### src/inc/cfs_map.svh
`ifndef CFS_MAP_SVH
`define CFS_MAP_SVH

// Clock and common time base
`define CFS_CLK_NS 100
`define CFS_TICK_CYC 100
`define CFS_TICK_US ((`CFS_TICK_CYC * `CFS_CLK_NS) / 1000)

// Protection times in microseconds
`define CFS_INOC_BLANK_US 2500
`define CFS_INOC_HOLD_US 1300000
`define CFS_INOC_WINDOW_US 90000000
`define CFS_OVP_KILL_US 30000
`define CFS_BATLOW_PAUSE_US 1000
`define CFS_SS_STEP_US 240

// Switch short blanking after turn-on, in nanoseconds
`define CFS_SHORT_BLANK_NS 300

// Event count that latches a path off
`define CFS_EVENT_LIMIT 3'h7

// Option word field positions
`define CFS_OPT_INHIBIT 0
`define CFS_OPT_INOC_LSB 1
`define CFS_OPT_INOC_MSB 2
`define CFS_OPT_HSS_LSB 7
`define CFS_OPT_HSS_MSB 8
`define CFS_OPT_TRIM_EN 9
`define CFS_OPT_TRIM_UP 10

// Input over-current threshold codes
`define CFS_INOC_OFF 2'h0
`define CFS_INOC_X133 2'h1
`define CFS_INOC_X166 2'h2
`define CFS_INOC_X222 2'h3

// Peak charge over-current levels, current codes in 64 mA units
`define CFS_POCP_6A 2'h0
`define CFS_POCP_9A 2'h1
`define CFS_POCP_12A 2'h2
`define CFS_POCP_6A_MAX 7'h2F
`define CFS_POCP_9A_MAX 7'h5F

// Soft-start start level, step and low-battery cap
`define CFS_SS_START 7'h02
`define CFS_SS_STEP 7'h01
`define CFS_BATLOW_CAP 7'h07

`endif

### src/inc/cfs_pkg.sv
`default_nettype none

package cfs_pkg;

  // Charge current code, 64 mA per step
  typedef logic [6:0] cfs_cur_code_t;

  // Input over-current supervisor states, Gray along the path
  typedef enum logic [1:0] {
    CFS_INOC_IDLE = 2'h0,
    CFS_INOC_BLANK = 2'h1,
    CFS_INOC_HOLD = 2'h3,
    CFS_INOC_LATCH = 2'h2
  } cfs_inoc_state_t;

endpackage : cfs_pkg

`default_nettype wire

### src/design/cfs_timer.sv
`timescale 1ns/100ps
`default_nettype none

module cfs_timer #(
  parameter int unsigned W = 24,
  parameter logic [W-1:0] LIMIT = '1
) (
  input wire logic ref_clk_i,
  input wire logic arst_n_i,
  input wire logic clr_i,
  input wire logic run_i,
  input wire logic tick_i,
  output logic done_o
);

  logic [W-1:0] count;

  // Counts time-base ticks while running, holds at the limit
  always_ff @(posedge ref_clk_i or negedge arst_n_i) begin
    if (!arst_n_i) begin
      count <= '0;
    end else if (clr_i || !run_i) begin
      count <= '0;
    end else if (tick_i && (count != LIMIT)) begin
      count <= count + W'(1);
    end
  end

  // Expiry level, stays high until cleared or stopped
  assign done_o = run_i && (count == LIMIT);

endmodule : cfs_timer

`default_nettype wire

### src/design/cfs_supervisor.sv
`timescale 1ns/100ps
`default_nettype none
`include "cfs_map.svh"

module cfs_supervisor #(
  parameter int unsigned TW = 24,
  parameter int unsigned INOC_BLANK_TICKS = (`CFS_INOC_BLANK_US + `CFS_TICK_US - 1) / `CFS_TICK_US,
  parameter int unsigned INOC_HOLD_TICKS = (`CFS_INOC_HOLD_US + `CFS_TICK_US - 1) / `CFS_TICK_US,
  parameter int unsigned INOC_WINDOW_TICKS = `CFS_INOC_WINDOW_US / `CFS_TICK_US,
  parameter int unsigned OVP_KILL_TICKS = (`CFS_OVP_KILL_US + `CFS_TICK_US - 1) / `CFS_TICK_US,
  parameter int unsigned BATLOW_PAUSE_TICKS = (`CFS_BATLOW_PAUSE_US + `CFS_TICK_US - 1) / `CFS_TICK_US,
  parameter int unsigned SS_STEP_TICKS = `CFS_SS_STEP_US / `CFS_TICK_US,
  parameter int unsigned SHORT_BLANK_CYC = (`CFS_SHORT_BLANK_NS + `CFS_CLK_NS - 1) / `CFS_CLK_NS
) (
  input wire logic ref_clk_i,
  input wire logic arst_n_i,
  input wire logic input_overcurrent_fault_i,
  input wire logic charge_peak_overcurrent_i,
  input wire logic battery_overvoltage_fault_i,
  input wire logic battery_low_fault_i,
  input wire logic thermal_shutdown_fault_i,
  input wire logic high_side_short_i,
  input wire logic low_side_short_i,
  input wire logic undervoltage_lockout_i,
  input wire logic adapter_detect_low_i,
  input wire logic cycle_start_i,
  input wire logic high_side_on_i,
  input wire logic low_side_on_i,
  input wire logic bootstrap_refresh_i,
  input wire logic [15:0] charge_option_control_i,
  input wire cfs_pkg::cfs_cur_code_t charge_current_code_i,
  output logic adapter_input_switch_on_o,
  output logic reverse_block_switch_on_o,
  output logic battery_path_switch_on_o,
  output logic high_side_switch_en_o,
  output logic low_side_switch_en_o,
  output logic discharge_sink_en_o,
  output logic gate_drive_regulator_low_limit_o,
  output logic charge_enable_o,
  output cfs_pkg::cfs_cur_code_t charge_current_limit_o,
  output logic [1:0] input_overcurrent_sel_o,
  output logic [1:0] charge_peak_overcurrent_sel_o,
  output logic [1:0] high_side_short_sel_o,
  output logic freq_trim_en_o,
  output logic freq_trim_up_o,
  output logic input_overcurrent_latched_o,
  output logic short_circuit_latched_o
);
  import cfs_pkg::*;

  localparam int unsigned NSYNC = 9;
  localparam logic [6:0] TICK_LAST = 7'(`CFS_TICK_CYC - 1);
  localparam logic [7:0] SHORT_BLANK_LAST = 8'(SHORT_BLANK_CYC);

  logic [NSYNC-1:0] flag_meta;
  logic [NSYNC-1:0] flag_sync;
  logic [6:0] tick_cnt;
  logic tick;
  wire iocp_s, pocp_s, ovp_s, blow_s, hot_s, hss_s, lss_s, undervoltage_lockout_s, adet_low_s;

  // Two-stage synchronisers for every comparator flag
  always_ff @(posedge ref_clk_i or negedge arst_n_i) begin
    if (!arst_n_i) begin
      flag_meta <= '0;
      flag_sync <= '0;
    end else begin
      flag_meta <= {adapter_detect_low_i, undervoltage_lockout_i, low_side_short_i, high_side_short_i,
                    thermal_shutdown_fault_i, battery_low_fault_i, battery_overvoltage_fault_i,
                    charge_peak_overcurrent_i, input_overcurrent_fault_i};
      flag_sync <= flag_meta;
    end
  end

  assign {adet_low_s, undervoltage_lockout_s, lss_s, hss_s, hot_s, blow_s, ovp_s, pocp_s, iocp_s} = flag_sync;

  // Common time-base tick for all long timers
  always_ff @(posedge ref_clk_i or negedge arst_n_i) begin
    if (!arst_n_i) begin
      tick_cnt <= 7'h00;
      tick <= 1'b0;
    end else begin
      tick_cnt <= (tick_cnt == TICK_LAST) ? 7'h00 : tick_cnt + 7'h01;
      tick <= (tick_cnt == TICK_LAST);
    end
  end

  // Option decode and supervisor reset condition
  wire reset_cond = undervoltage_lockout_s || adet_low_s;
  wire [1:0] inoc_code = charge_option_control_i[`CFS_OPT_INOC_MSB:`CFS_OPT_INOC_LSB];
  wire inoc_en = (inoc_code != `CFS_INOC_OFF);
  wire opt_inhibit = charge_option_control_i[`CFS_OPT_INHIBIT];
  wire trim_en = charge_option_control_i[`CFS_OPT_TRIM_EN];
  wire trim_up = charge_option_control_i[`CFS_OPT_TRIM_UP];
  wire [1:0] hss_code = charge_option_control_i[`CFS_OPT_HSS_MSB:`CFS_OPT_HSS_LSB];

  cfs_inoc_state_t inoc_state, next_inoc_state;
  logic [2:0] inoc_events, next_inoc_events;
  logic blank_done, hold_done, window_done;

  // Input over-current timers
  cfs_timer #(.W(TW), .LIMIT(TW'(INOC_BLANK_TICKS))) u_inoc_blank (
    .ref_clk_i(ref_clk_i), .arst_n_i(arst_n_i), .clr_i(reset_cond),
    .run_i(inoc_state == CFS_INOC_BLANK), .tick_i(tick), .done_o(blank_done)
  );
  cfs_timer #(.W(TW), .LIMIT(TW'(INOC_HOLD_TICKS))) u_inoc_hold (
    .ref_clk_i(ref_clk_i), .arst_n_i(arst_n_i), .clr_i(reset_cond),
    .run_i(inoc_state == CFS_INOC_HOLD), .tick_i(tick), .done_o(hold_done)
  );
  cfs_timer #(.W(TW), .LIMIT(TW'(INOC_WINDOW_TICKS))) u_inoc_window (
    .ref_clk_i(ref_clk_i), .arst_n_i(arst_n_i), .clr_i(reset_cond || window_done),
    .run_i(inoc_events != 3'h0), .tick_i(tick), .done_o(window_done)
  );

  // Input over-current state and event count
  always_comb begin
    next_inoc_state = inoc_state;
    next_inoc_events = inoc_events;
    if (window_done) begin
      next_inoc_events = 3'h0;
    end
    case (inoc_state)
      CFS_INOC_IDLE: begin
        if (inoc_en && iocp_s) begin
          next_inoc_state = CFS_INOC_BLANK;
        end
      end
      CFS_INOC_BLANK: begin
        if (!inoc_en || !iocp_s) begin
          next_inoc_state = CFS_INOC_IDLE;
        end else if (blank_done) begin
          next_inoc_events = next_inoc_events + 3'h1;
          next_inoc_state = (next_inoc_events == `CFS_EVENT_LIMIT) ? CFS_INOC_LATCH : CFS_INOC_HOLD;
        end
      end
      CFS_INOC_HOLD: begin
        if (hold_done && !iocp_s) begin
          next_inoc_state = CFS_INOC_IDLE;
        end
      end
      CFS_INOC_LATCH: begin
        next_inoc_state = CFS_INOC_LATCH;
      end
      default: begin
        next_inoc_state = CFS_INOC_IDLE;
      end
    endcase
    if (reset_cond) begin
      next_inoc_state = CFS_INOC_IDLE;
      next_inoc_events = 3'h0;
    end
  end

  always_ff @(posedge ref_clk_i or negedge arst_n_i) begin
    if (!arst_n_i) begin
      inoc_state <= CFS_INOC_IDLE;
      inoc_events <= 3'h0;
    end else begin
      inoc_state <= next_inoc_state;
      inoc_events <= next_inoc_events;
    end
  end

  // Over-voltage persistence and battery-low pause
  logic ovp_kill, pause_done, blow_d, batlow_pause;

  cfs_timer #(.W(TW), .LIMIT(TW'(OVP_KILL_TICKS))) u_ovp_kill (
    .ref_clk_i(ref_clk_i), .arst_n_i(arst_n_i), .clr_i(reset_cond),
    .run_i(ovp_s), .tick_i(tick), .done_o(ovp_kill)
  );
  cfs_timer #(.W(TW), .LIMIT(TW'(BATLOW_PAUSE_TICKS))) u_batlow_pause (
    .ref_clk_i(ref_clk_i), .arst_n_i(arst_n_i), .clr_i(reset_cond || pause_done),
    .run_i(batlow_pause), .tick_i(tick), .done_o(pause_done)
  );

  // Pause starts on battery-low entry, a new entry wins over expiry
  always_ff @(posedge ref_clk_i or negedge arst_n_i) begin
    if (!arst_n_i) begin
      blow_d <= 1'b0;
      batlow_pause <= 1'b0;
    end else begin
      blow_d <= blow_s;
      if (reset_cond) begin
        batlow_pause <= 1'b0;
      end else if (blow_s && !blow_d) begin
        batlow_pause <= 1'b1;
      end else if (pause_done) begin
        batlow_pause <= 1'b0;
      end
    end
  end

  // Switch short detection, one counter per switch
  logic [1:0] side_on, side_cmp, short_full;
  assign side_on = {low_side_on_i, high_side_on_i};
  assign side_cmp = {lss_s, hss_s};

  for (genvar g = 0; g < 2; g++) begin : g_short
    logic [7:0] blank;
    logic seen;
    logic [2:0] events;
    wire hit = side_on[g] && (blank == SHORT_BLANK_LAST) && side_cmp[g] && !seen;

    // Blanking after turn-on, one count per on-period
    always_ff @(posedge ref_clk_i or negedge arst_n_i) begin
      if (!arst_n_i) begin
        blank <= 8'h00;
        seen <= 1'b0;
        events <= 3'h0;
      end else if (reset_cond) begin
        blank <= 8'h00;
        seen <= 1'b0;
        events <= 3'h0;
      end else begin
        if (!side_on[g]) begin
          blank <= 8'h00;
          seen <= 1'b0;
        end else if (blank != SHORT_BLANK_LAST) begin
          blank <= blank + 8'h01;
        end
        if (hit) begin
          seen <= 1'b1;
          events <= (events == `CFS_EVENT_LIMIT) ? events : events + 3'h1;
        end
      end
    end

    assign short_full[g] = (events == `CFS_EVENT_LIMIT);
  end

  wire short_latch = |short_full;
  wire inoc_off = (inoc_state == CFS_INOC_HOLD) || (inoc_state == CFS_INOC_LATCH);
  wire adapter_on = !(reset_cond || inoc_off || short_latch);
  wire charge_ok = adapter_on && !opt_inhibit && !ovp_kill && !hot_s && !batlow_pause;

  // Soft-start step timer and current ramp
  logic step_done;
  cfs_cur_code_t ss_code;

  cfs_timer #(.W(TW), .LIMIT(TW'(SS_STEP_TICKS))) u_ss_step (
    .ref_clk_i(ref_clk_i), .arst_n_i(arst_n_i), .clr_i(reset_cond || step_done),
    .run_i(charge_ok && (ss_code < charge_current_code_i)), .tick_i(tick), .done_o(step_done)
  );

  always_ff @(posedge ref_clk_i or negedge arst_n_i) begin
    if (!arst_n_i) begin
      ss_code <= `CFS_SS_START;
    end else if (!charge_ok) begin
      ss_code <= `CFS_SS_START;
    end else if (ss_code > charge_current_code_i) begin
      ss_code <= charge_current_code_i;
    end else if (step_done) begin
      ss_code <= ss_code + `CFS_SS_STEP;
    end
  end

  // Peak over-current blocks high side for the rest of the cycle
  logic pocp_hold;
  always_ff @(posedge ref_clk_i or negedge arst_n_i) begin
    if (!arst_n_i) begin
      pocp_hold <= 1'b0;
    end else if (pocp_s) begin
      pocp_hold <= 1'b1;
    end else if (cycle_start_i) begin
      pocp_hold <= 1'b0;
    end
  end

  // Next values for the registered outputs
  wire next_hs_en = charge_ok && !ovp_s && !pocp_s && !pocp_hold;
  wire next_ls_en = charge_ok && !ovp_s && (!blow_s || bootstrap_refresh_i);
  wire [6:0] next_limit = (blow_s && (ss_code > `CFS_BATLOW_CAP)) ? `CFS_BATLOW_CAP : ss_code;
  wire [1:0] next_pocp_sel = (charge_current_code_i <= `CFS_POCP_6A_MAX) ? `CFS_POCP_6A :
                             (charge_current_code_i <= `CFS_POCP_9A_MAX) ? `CFS_POCP_9A : `CFS_POCP_12A;

  // Power path and converter drive outputs
  always_ff @(posedge ref_clk_i or negedge arst_n_i) begin
    if (!arst_n_i) begin
      adapter_input_switch_on_o <= 1'b0;
      reverse_block_switch_on_o <= 1'b0;
      battery_path_switch_on_o <= 1'b0;
      high_side_switch_en_o <= 1'b0;
      low_side_switch_en_o <= 1'b0;
      charge_enable_o <= 1'b0;
      charge_current_limit_o <= `CFS_SS_START;
    end else begin
      adapter_input_switch_on_o <= adapter_on;
      reverse_block_switch_on_o <= adapter_on;
      battery_path_switch_on_o <= !adapter_on;
      high_side_switch_en_o <= next_hs_en;
      low_side_switch_en_o <= next_ls_en;
      charge_enable_o <= charge_ok;
      charge_current_limit_o <= next_limit;
    end
  end

  // Protection status, threshold selects and trim outputs
  always_ff @(posedge ref_clk_i or negedge arst_n_i) begin
    if (!arst_n_i) begin
      discharge_sink_en_o <= 1'b0;
      gate_drive_regulator_low_limit_o <= 1'b0;
      input_overcurrent_sel_o <= `CFS_INOC_OFF;
      charge_peak_overcurrent_sel_o <= `CFS_POCP_6A;
      high_side_short_sel_o <= 2'h0;
      freq_trim_en_o <= 1'b0;
      freq_trim_up_o <= 1'b0;
      input_overcurrent_latched_o <= 1'b0;
      short_circuit_latched_o <= 1'b0;
    end else begin
      discharge_sink_en_o <= ovp_s;
      gate_drive_regulator_low_limit_o <= hot_s;
      input_overcurrent_sel_o <= inoc_code;
      charge_peak_overcurrent_sel_o <= next_pocp_sel;
      high_side_short_sel_o <= hss_code;
      freq_trim_en_o <= trim_en;
      freq_trim_up_o <= trim_en && trim_up;
      input_overcurrent_latched_o <= (inoc_state == CFS_INOC_LATCH);
      short_circuit_latched_o <= short_latch;
    end
  end

endmodule : cfs_supervisor

`default_nettype wire

### config.mk
export PLATFORM = sky130hd
export DESIGN_NAME = cfs_supervisor
export DESIGN_NICKNAME = d
export VERILOG_FILES = /design/src/inc/cfs_pkg.sv /design/src/design/cfs_timer.sv /design/src/design/cfs_supervisor.sv
export VERILOG_INCLUDE_DIRS = /design/src /design/src/inc
export SDC_FILE = /design/constraint.sdc
export NUM_CORES = 1
export LEC_CHECK = 0
export ABC_AREA = 0
export BUFFER_PORTS_ARGS = -buffer_cell sky130_fd_sc_hd__buf_2
export CAP_MARGIN = 40
export CORE_UTILIZATION = 35
export CTS_CLUSTER_DIAMETER = 150
export DETAILED_ROUTE_END_ITERATION = 8
export PLACE_DENSITY = 0.57
export SYNTH_ARGS = -nofsm -noshare
export SYNTH_HDL_FRONTEND = slang
export SYNTH_SLANG_ARGS = --single-unit
### constraint.sdc
create_clock -name ref_clk_i -period 4.1 [get_ports ref_clk_i]
set_clock_uncertainty 0.05 [all_clocks]
set_input_delay 0.205 -clock ref_clk_i [delete_from_list [all_inputs] [get_ports ref_clk_i]]
set_output_delay 0.205 -clock ref_clk_i [all_outputs]
set_load 0.005 [all_outputs]
* Word level (Yosys, flattened, before mapping)
Index checks and enable logic that the tools add are counted.
** Operators by class
- Add/sub/neg operators :: 13
- Order comparisons :: 5
- Eq/ne operators :: 33
- Mux-type cells :: 54
- Reduce and logical (&&, ||, !) cells :: 82
** Operators by type and width (count)
- $mux 24 :: 12
- $add 24x1->24 const B :: 6
- $mux 8 :: 6
- $mux 7 :: 5
- $mux 3 :: 11
- $logic_and 1x1->1 :: 32
- $eq 24x12->1 const B :: 1
- $eq 24x17->1 const B :: 1
- $eq 24x24->1 const B :: 1
- $eq 24x5->1 const B :: 1
- $eq 24x7->1 const B :: 1
- $eq 24x8->1 const B :: 1
- $ne 24x12->1 const B :: 1
- $ne 24x17->1 const B :: 1
- $ne 24x24->1 const B :: 1
- $ne 24x5->1 const B :: 1
- $ne 24x7->1 const B :: 1
- $ne 24x8->1 const B :: 1
- $reduce_bool 2->1 :: 10
- $logic_not 1->1 :: 18
- $add 8x1->8 const B :: 2
- $eq 8x2->1 const B :: 2
- $ne 8x2->1 const B :: 2
- $logic_or 1x1->1 :: 15
- 23 further kinds :: 54
** Word-level totals
- Register bits :: 233
- Input bits :: 38
- Word-level logic and storage cells :: 224

* Depth between registers and ports, before layout
- Depth in word-level cells :: 14
- Gate-level depth with buffers :: 11
- Gate-level depth less buffers :: 11

* Hierarchy
Synthesis repeated with hierarchy kept, for this count alone.
** Second synthesis, totals
- Cells, all modules :: 1218
- Area total of the unflattened synthesis :: 12087.8 sq um
** Modules (own cells, without submodules)
- cfs_supervisor :: times used 1, cells an instance 318, area each 3758.6 sq um, seq. area each 2229.6 sq um
- cfs_timer (u_inoc_window) :: times used 1, cells an instance 164, area each 1478.9 sq um, seq. area each 600.6 sq um
- cfs_timer (u_batlow_pause) :: times used 1, cells an instance 166, area each 1446.4 sq um, seq. area each 600.6 sq um
- cfs_timer (u_inoc_hold) :: times used 1, cells an instance 149, area each 1407.6 sq um, seq. area each 600.6 sq um
- cfs_timer (u_ovp_kill) :: times used 1, cells an instance 140, area each 1333.8 sq um, seq. area each 600.6 sq um
- cfs_timer (u_inoc_blank) :: times used 1, cells an instance 136, area each 1331.3 sq um, seq. area each 600.6 sq um
- cfs_timer (u_ss_step) :: times used 1, cells an instance 145, area each 1331.3 sq um, seq. area each 600.6 sq um

* Worst setup path after synthesis
Ideal clock, no wire load.
- Path kind :: register to register
- Start point :: register g_short[1].events[0]
- End point :: register u_ss_step.count[11]
- Library setup time :: 0.072 ns
- Arrival :: 2.341 ns
- Data required time :: 3.978 ns
- Setup slack :: 1.637 ns
- Cell stages (with the launch flop) :: 11
- Path buffers :: 1
- Path through :: dfrtp_1 -> ha_1 -> ha_1 -> or2_2 -> nor3_2 -> inv_1 -> or4_1 -> a21oi_4 -> nand2_1 -> buf_2 -> nor2_1
** On the way
- Cells in the longest elaborated chain, start to end :: 13
- Elaborated cells on any way between the ends :: 15
** RTL lines
- from (decl) :: line cfs_supervisor.sv:200 : logic [2:0] events;
- from (signal assigned) :: line cfs_supervisor.sv:222 : events <= (events == `CFS_EVENT_LIMIT) ? events : events + 3'h1;
- $eq 3x3->1 (no line) (*)
- $reduce_or 2->1 (*) :: line cfs_supervisor.sv:230 : wire short_latch = |short_full;
- net short_latch :: line cfs_supervisor.sv:230
- $logic_or 1x1->1 (*) :: line cfs_supervisor.sv:232 : wire adapter_on = !(reset_cond || inoc_off || short_latch);
- $logic_not 1->1 (*) :: line cfs_supervisor.sv:232
- net adapter_on :: line cfs_supervisor.sv:232
- $logic_and 1x1->1 (*) (4 in series) :: line cfs_supervisor.sv:233 : wire charge_ok = adapter_on && !opt_inhibit && !ovp_kill && !hot_s && !batlow_pause;
- net charge_ok :: line cfs_supervisor.sv:233
- $logic_and 1x1->1 (*) :: line cfs_supervisor.sv:241 : .run_i(charge_ok && (ss_code < charge_current_code_i)), .tick_i(tick), .done_o(step_done)
- $logic_and 1x1->1 :: line cfs_timer.sv:30 : assign done_o = run_i && (count == LIMIT);
- $logic_or 1x1->1 :: line cfs_supervisor.sv:240 : .ref_clk_i(ref_clk_i), .arst_n_i(arst_n_i), .clr_i(reset_cond || step_done),
- $logic_or 1x1->1 (*) :: line cfs_timer.sv:22 : end else if (clr_i || !run_i) begin
- $mux 24 / $reduce_bool 2->1 (equally long branches)
- to (signal assigned) :: line cfs_timer.sv:25 : count <= count + W'(1);
- to (decl) :: line cfs_timer.sv:16 : logic [W-1:0] count;
Mark *: on every way through the listed nets, which the timed path passes. The rest lies on a longest branch.
A chain may end at the register's enable or synchronous reset.

* Final worst setup path
- Start point :: register g_short[1].events[0]
- End point :: register u_ss_step.count[2]
Same word-level chain as after synthesis.

==> results.cfg <==
[status]
outcome = complete, but fails checks
violations = design-rule violations

[critical_path]
cp.arrival_ns = 3.63
cp_max_fo = 24
cp-start-kind = flop
worstSetupEndpointType = flop
critPathKind = reg2reg
cp.required_ns = 4.49

[sta]
fin_setup_tns_ns = 0
tightest_slew_ns = 0.970
relSlewSlack_pct = 35.3
rsz0062_at_grt = no
finalHoldViolCount = 0
drv_slew = 0
period_needed_ns = 3.24
setup_viol = 0
finalCritPeriodShare_pct = 79.1
timing.fmax_mhz = 308

[hold_path]
hp-class = in2reg

[route]
wl_met1_um = 11000
wirelength_um = 21800
wl_met2_um = 9710
drc = 4
vias = 7922
viasPerCell = 4.93
wl_per_cell_um = 13.6
drtPass1Iterations = 9
top_layer = met4
first_iter_violations = 400
drtAntennaViolNets = 0
dr_wl_met3_um = 653

[synthesis]
syn-num-nets = 1166
synth_ff_type = dfrtp_1
netlist_top_cells_area = dfrtp_1 52%, xor2_1 8.7%, nor2_1 6.7%
ys_async_sr_fraction_pct = 100
synth_area_um2 = 11000
netlist.area_leader.share_pct = 52.4
yosysSeqAreaShare_pct = 52.9
synthCells = 1099
yosys_warnings = 0
synth_cell_types = 55
synth.largest_area_cell = dfrtp_1
synth-edff-count = 0
syn_area_per_cell_um2 = 10.0
synth_seq_cells = 233

[layout]
layout_common_cells = 231 x dfrtp_1, 196 x nor2_1, 110 x xor2_1, 81 x nand3_1, 68 x nand2_1
fillCellCount = 2998
final_common_cell = dfrtp_1
drive_gt1_share_pct = 10.4
multi_input_area_um2 = 4970
area_growth_pct = 17.5
ff_latch_area_um2 = 5830
fin_nets = 1258
fin_area_um2 = 12900

[floorplan]
io_pins = 63
core_um2 = 30700
die_w_um = 179
dieArea_um2 = 32200
die_y_um = 179
fp-row-count = 64
initial_core_util_pct = 35.8

[clock_tree]
cts_setup_buffers = 0
cts_root_buffer = clkbuf_16
path_clk_slew_ns = 0.06
ctsResizeCount = 0
cts_tree = done
cts_max_path_buffers = 3
cts.sinks = 233
insertion_delay_ns = 0.53
cts_hold_buf = 28
htreeDepth = 1
cts_buffers = 26

[flow_run]
maxCapViolCount = 0

[pwr]
vdd_ir_drop_max_uv = 263
p_per_area_nw_per_um2 = 376
p_leak_nw = 5.47

[placed_design]
place.gp.congestion = 0.794
dp_hpwl_um = 14500
dpl_cell_area_um2 = 11800
portBuffers = 53

[global_route]
grt_max_degree = 128
grt_remaining_overflow = 0
track_usage_pct = 14.0
grt_pass1_vias = 7842
antenna_found_initial = 0
grt_pass1_wl_um = 38300
-- metal layers --
metal | track usage [%] | up-vias
li1 | - | 3988
met5 | 0 | -
met4 | 3.93 | 0
met3 | 2.17 | 25
met1 | 20.0 | 3814
met2 | 22.1 | 95
-- critical path: stages (launching register included) --
cell and delay, ns:
dfrtp_1 0.39, ha_1 0.21, ha_1 0.18, or2_2 0.32
nor3_2 0.20, inv_1 0.16, or4_1 0.53, a21oi_4 0.29
nand2_1 0.56, nor2_1 0.26
-- state kept, by name (all words and copies together), names as in the netlist, 2 cells and up --
register / flops
u_inoc_hold.count: 24
flag_sync: 9
charge_current_limit_o: 7
tick_cnt: 7
inoc_events: 3
high_side_short_sel_o: 2
g_short.seen: 2
u_inoc_blank.count: 24
charge_peak_overcurrent_sel_o: 2
ss_code: 7
u_ss_step.count: 24
g_short.blank: 16
u_batlow_pause.count: 24
inoc_state: 2
u_inoc_window.count: 24
flag_meta: 9
g_short.events: 6
u_ovp_kill.count: 24
input_overcurrent_sel_o: 2
-- area by class of cell --
class,count,area share [%]
multi-input cells,809,38.4
diodes,1,0.0193
clock buffers,37,6.13
inverters,31,0.899
flip-flops and latches,233,45.1
repair buffers,90,4.89
clock inverters,9,0.802
well taps,396,3.83
-- through the flow --
step,power [mW],utilization (%),hold WS (ns),setup slack [ns],instances
floorplan,2.41,-,-0.141,1.64,1099
global placement,2.49,38.2,0.262,0.892,1529
detailed placement,2.50,38.3,0.264,0.818,1531
CTS,4.95,42.1,0.112,0.787,1605
global route,5.06,42.1,0.133,0.537,1605
finish,4.87,42.1,0.113,0.858,1606
-- power breakdown --
group          switching [mW]  internal (mW)  leakage, nW  total (mW)
sequential             0.0125           2.32         3.16        2.33
combinational          0.0880         0.0490         1.86       0.137
clock                   0.933           1.47        0.441        2.40
total                    1.03           3.83         5.47        4.87
-- final timing paths --
check	startpoint	cells after the start	slack, ns	endpoint
setup / recovery	g_short[1].events[0]	9	0.86	u_ss_step.count[2]
hold / removal	high_side_on_i	3	0.11	g_short[0].blank[6]
setup reg to reg	g_short[1].events[0]	9	0.86	u_ss_step.count[2]
hold reg to reg	flag_meta[1]	0	0.30	flag_sync[1]
max in group asynchronous	arst_n_i	3	2.72	u_inoc_hold.count[20]
min in group asynchronous	arst_n_i	2	0.30	g_short[0].blank[7]
-- kinds of logic (layout without fill, tap and decap cells) --
group	after synthesis	count (layout)	synth area share [%]
simple gates	540	540	24.6
flops	233	233	52.9
xor+xnor	146	146	11.6
compound gates	82	82	4.40
buf+inv	57	167	2.05
fa+ha+maj	29	29	3.29
mux	12	12	1.09
other cells	0	1	0
-- synthesized netlist by cell type, drive strengths merged (8+ instances only) --
cell	number
dfrtp	231
nor2	197
xor2	110
nand3	81
nand2	69
nand4	51
xnor2	36
inv	31
a21oi	30
ha	29
o21ai	29
and3	25
nor4	20
clkbuf	19
or3	19
nor3	17
mux2i	12
and4	11
or4	8
(Power assumes the default switching activity.)
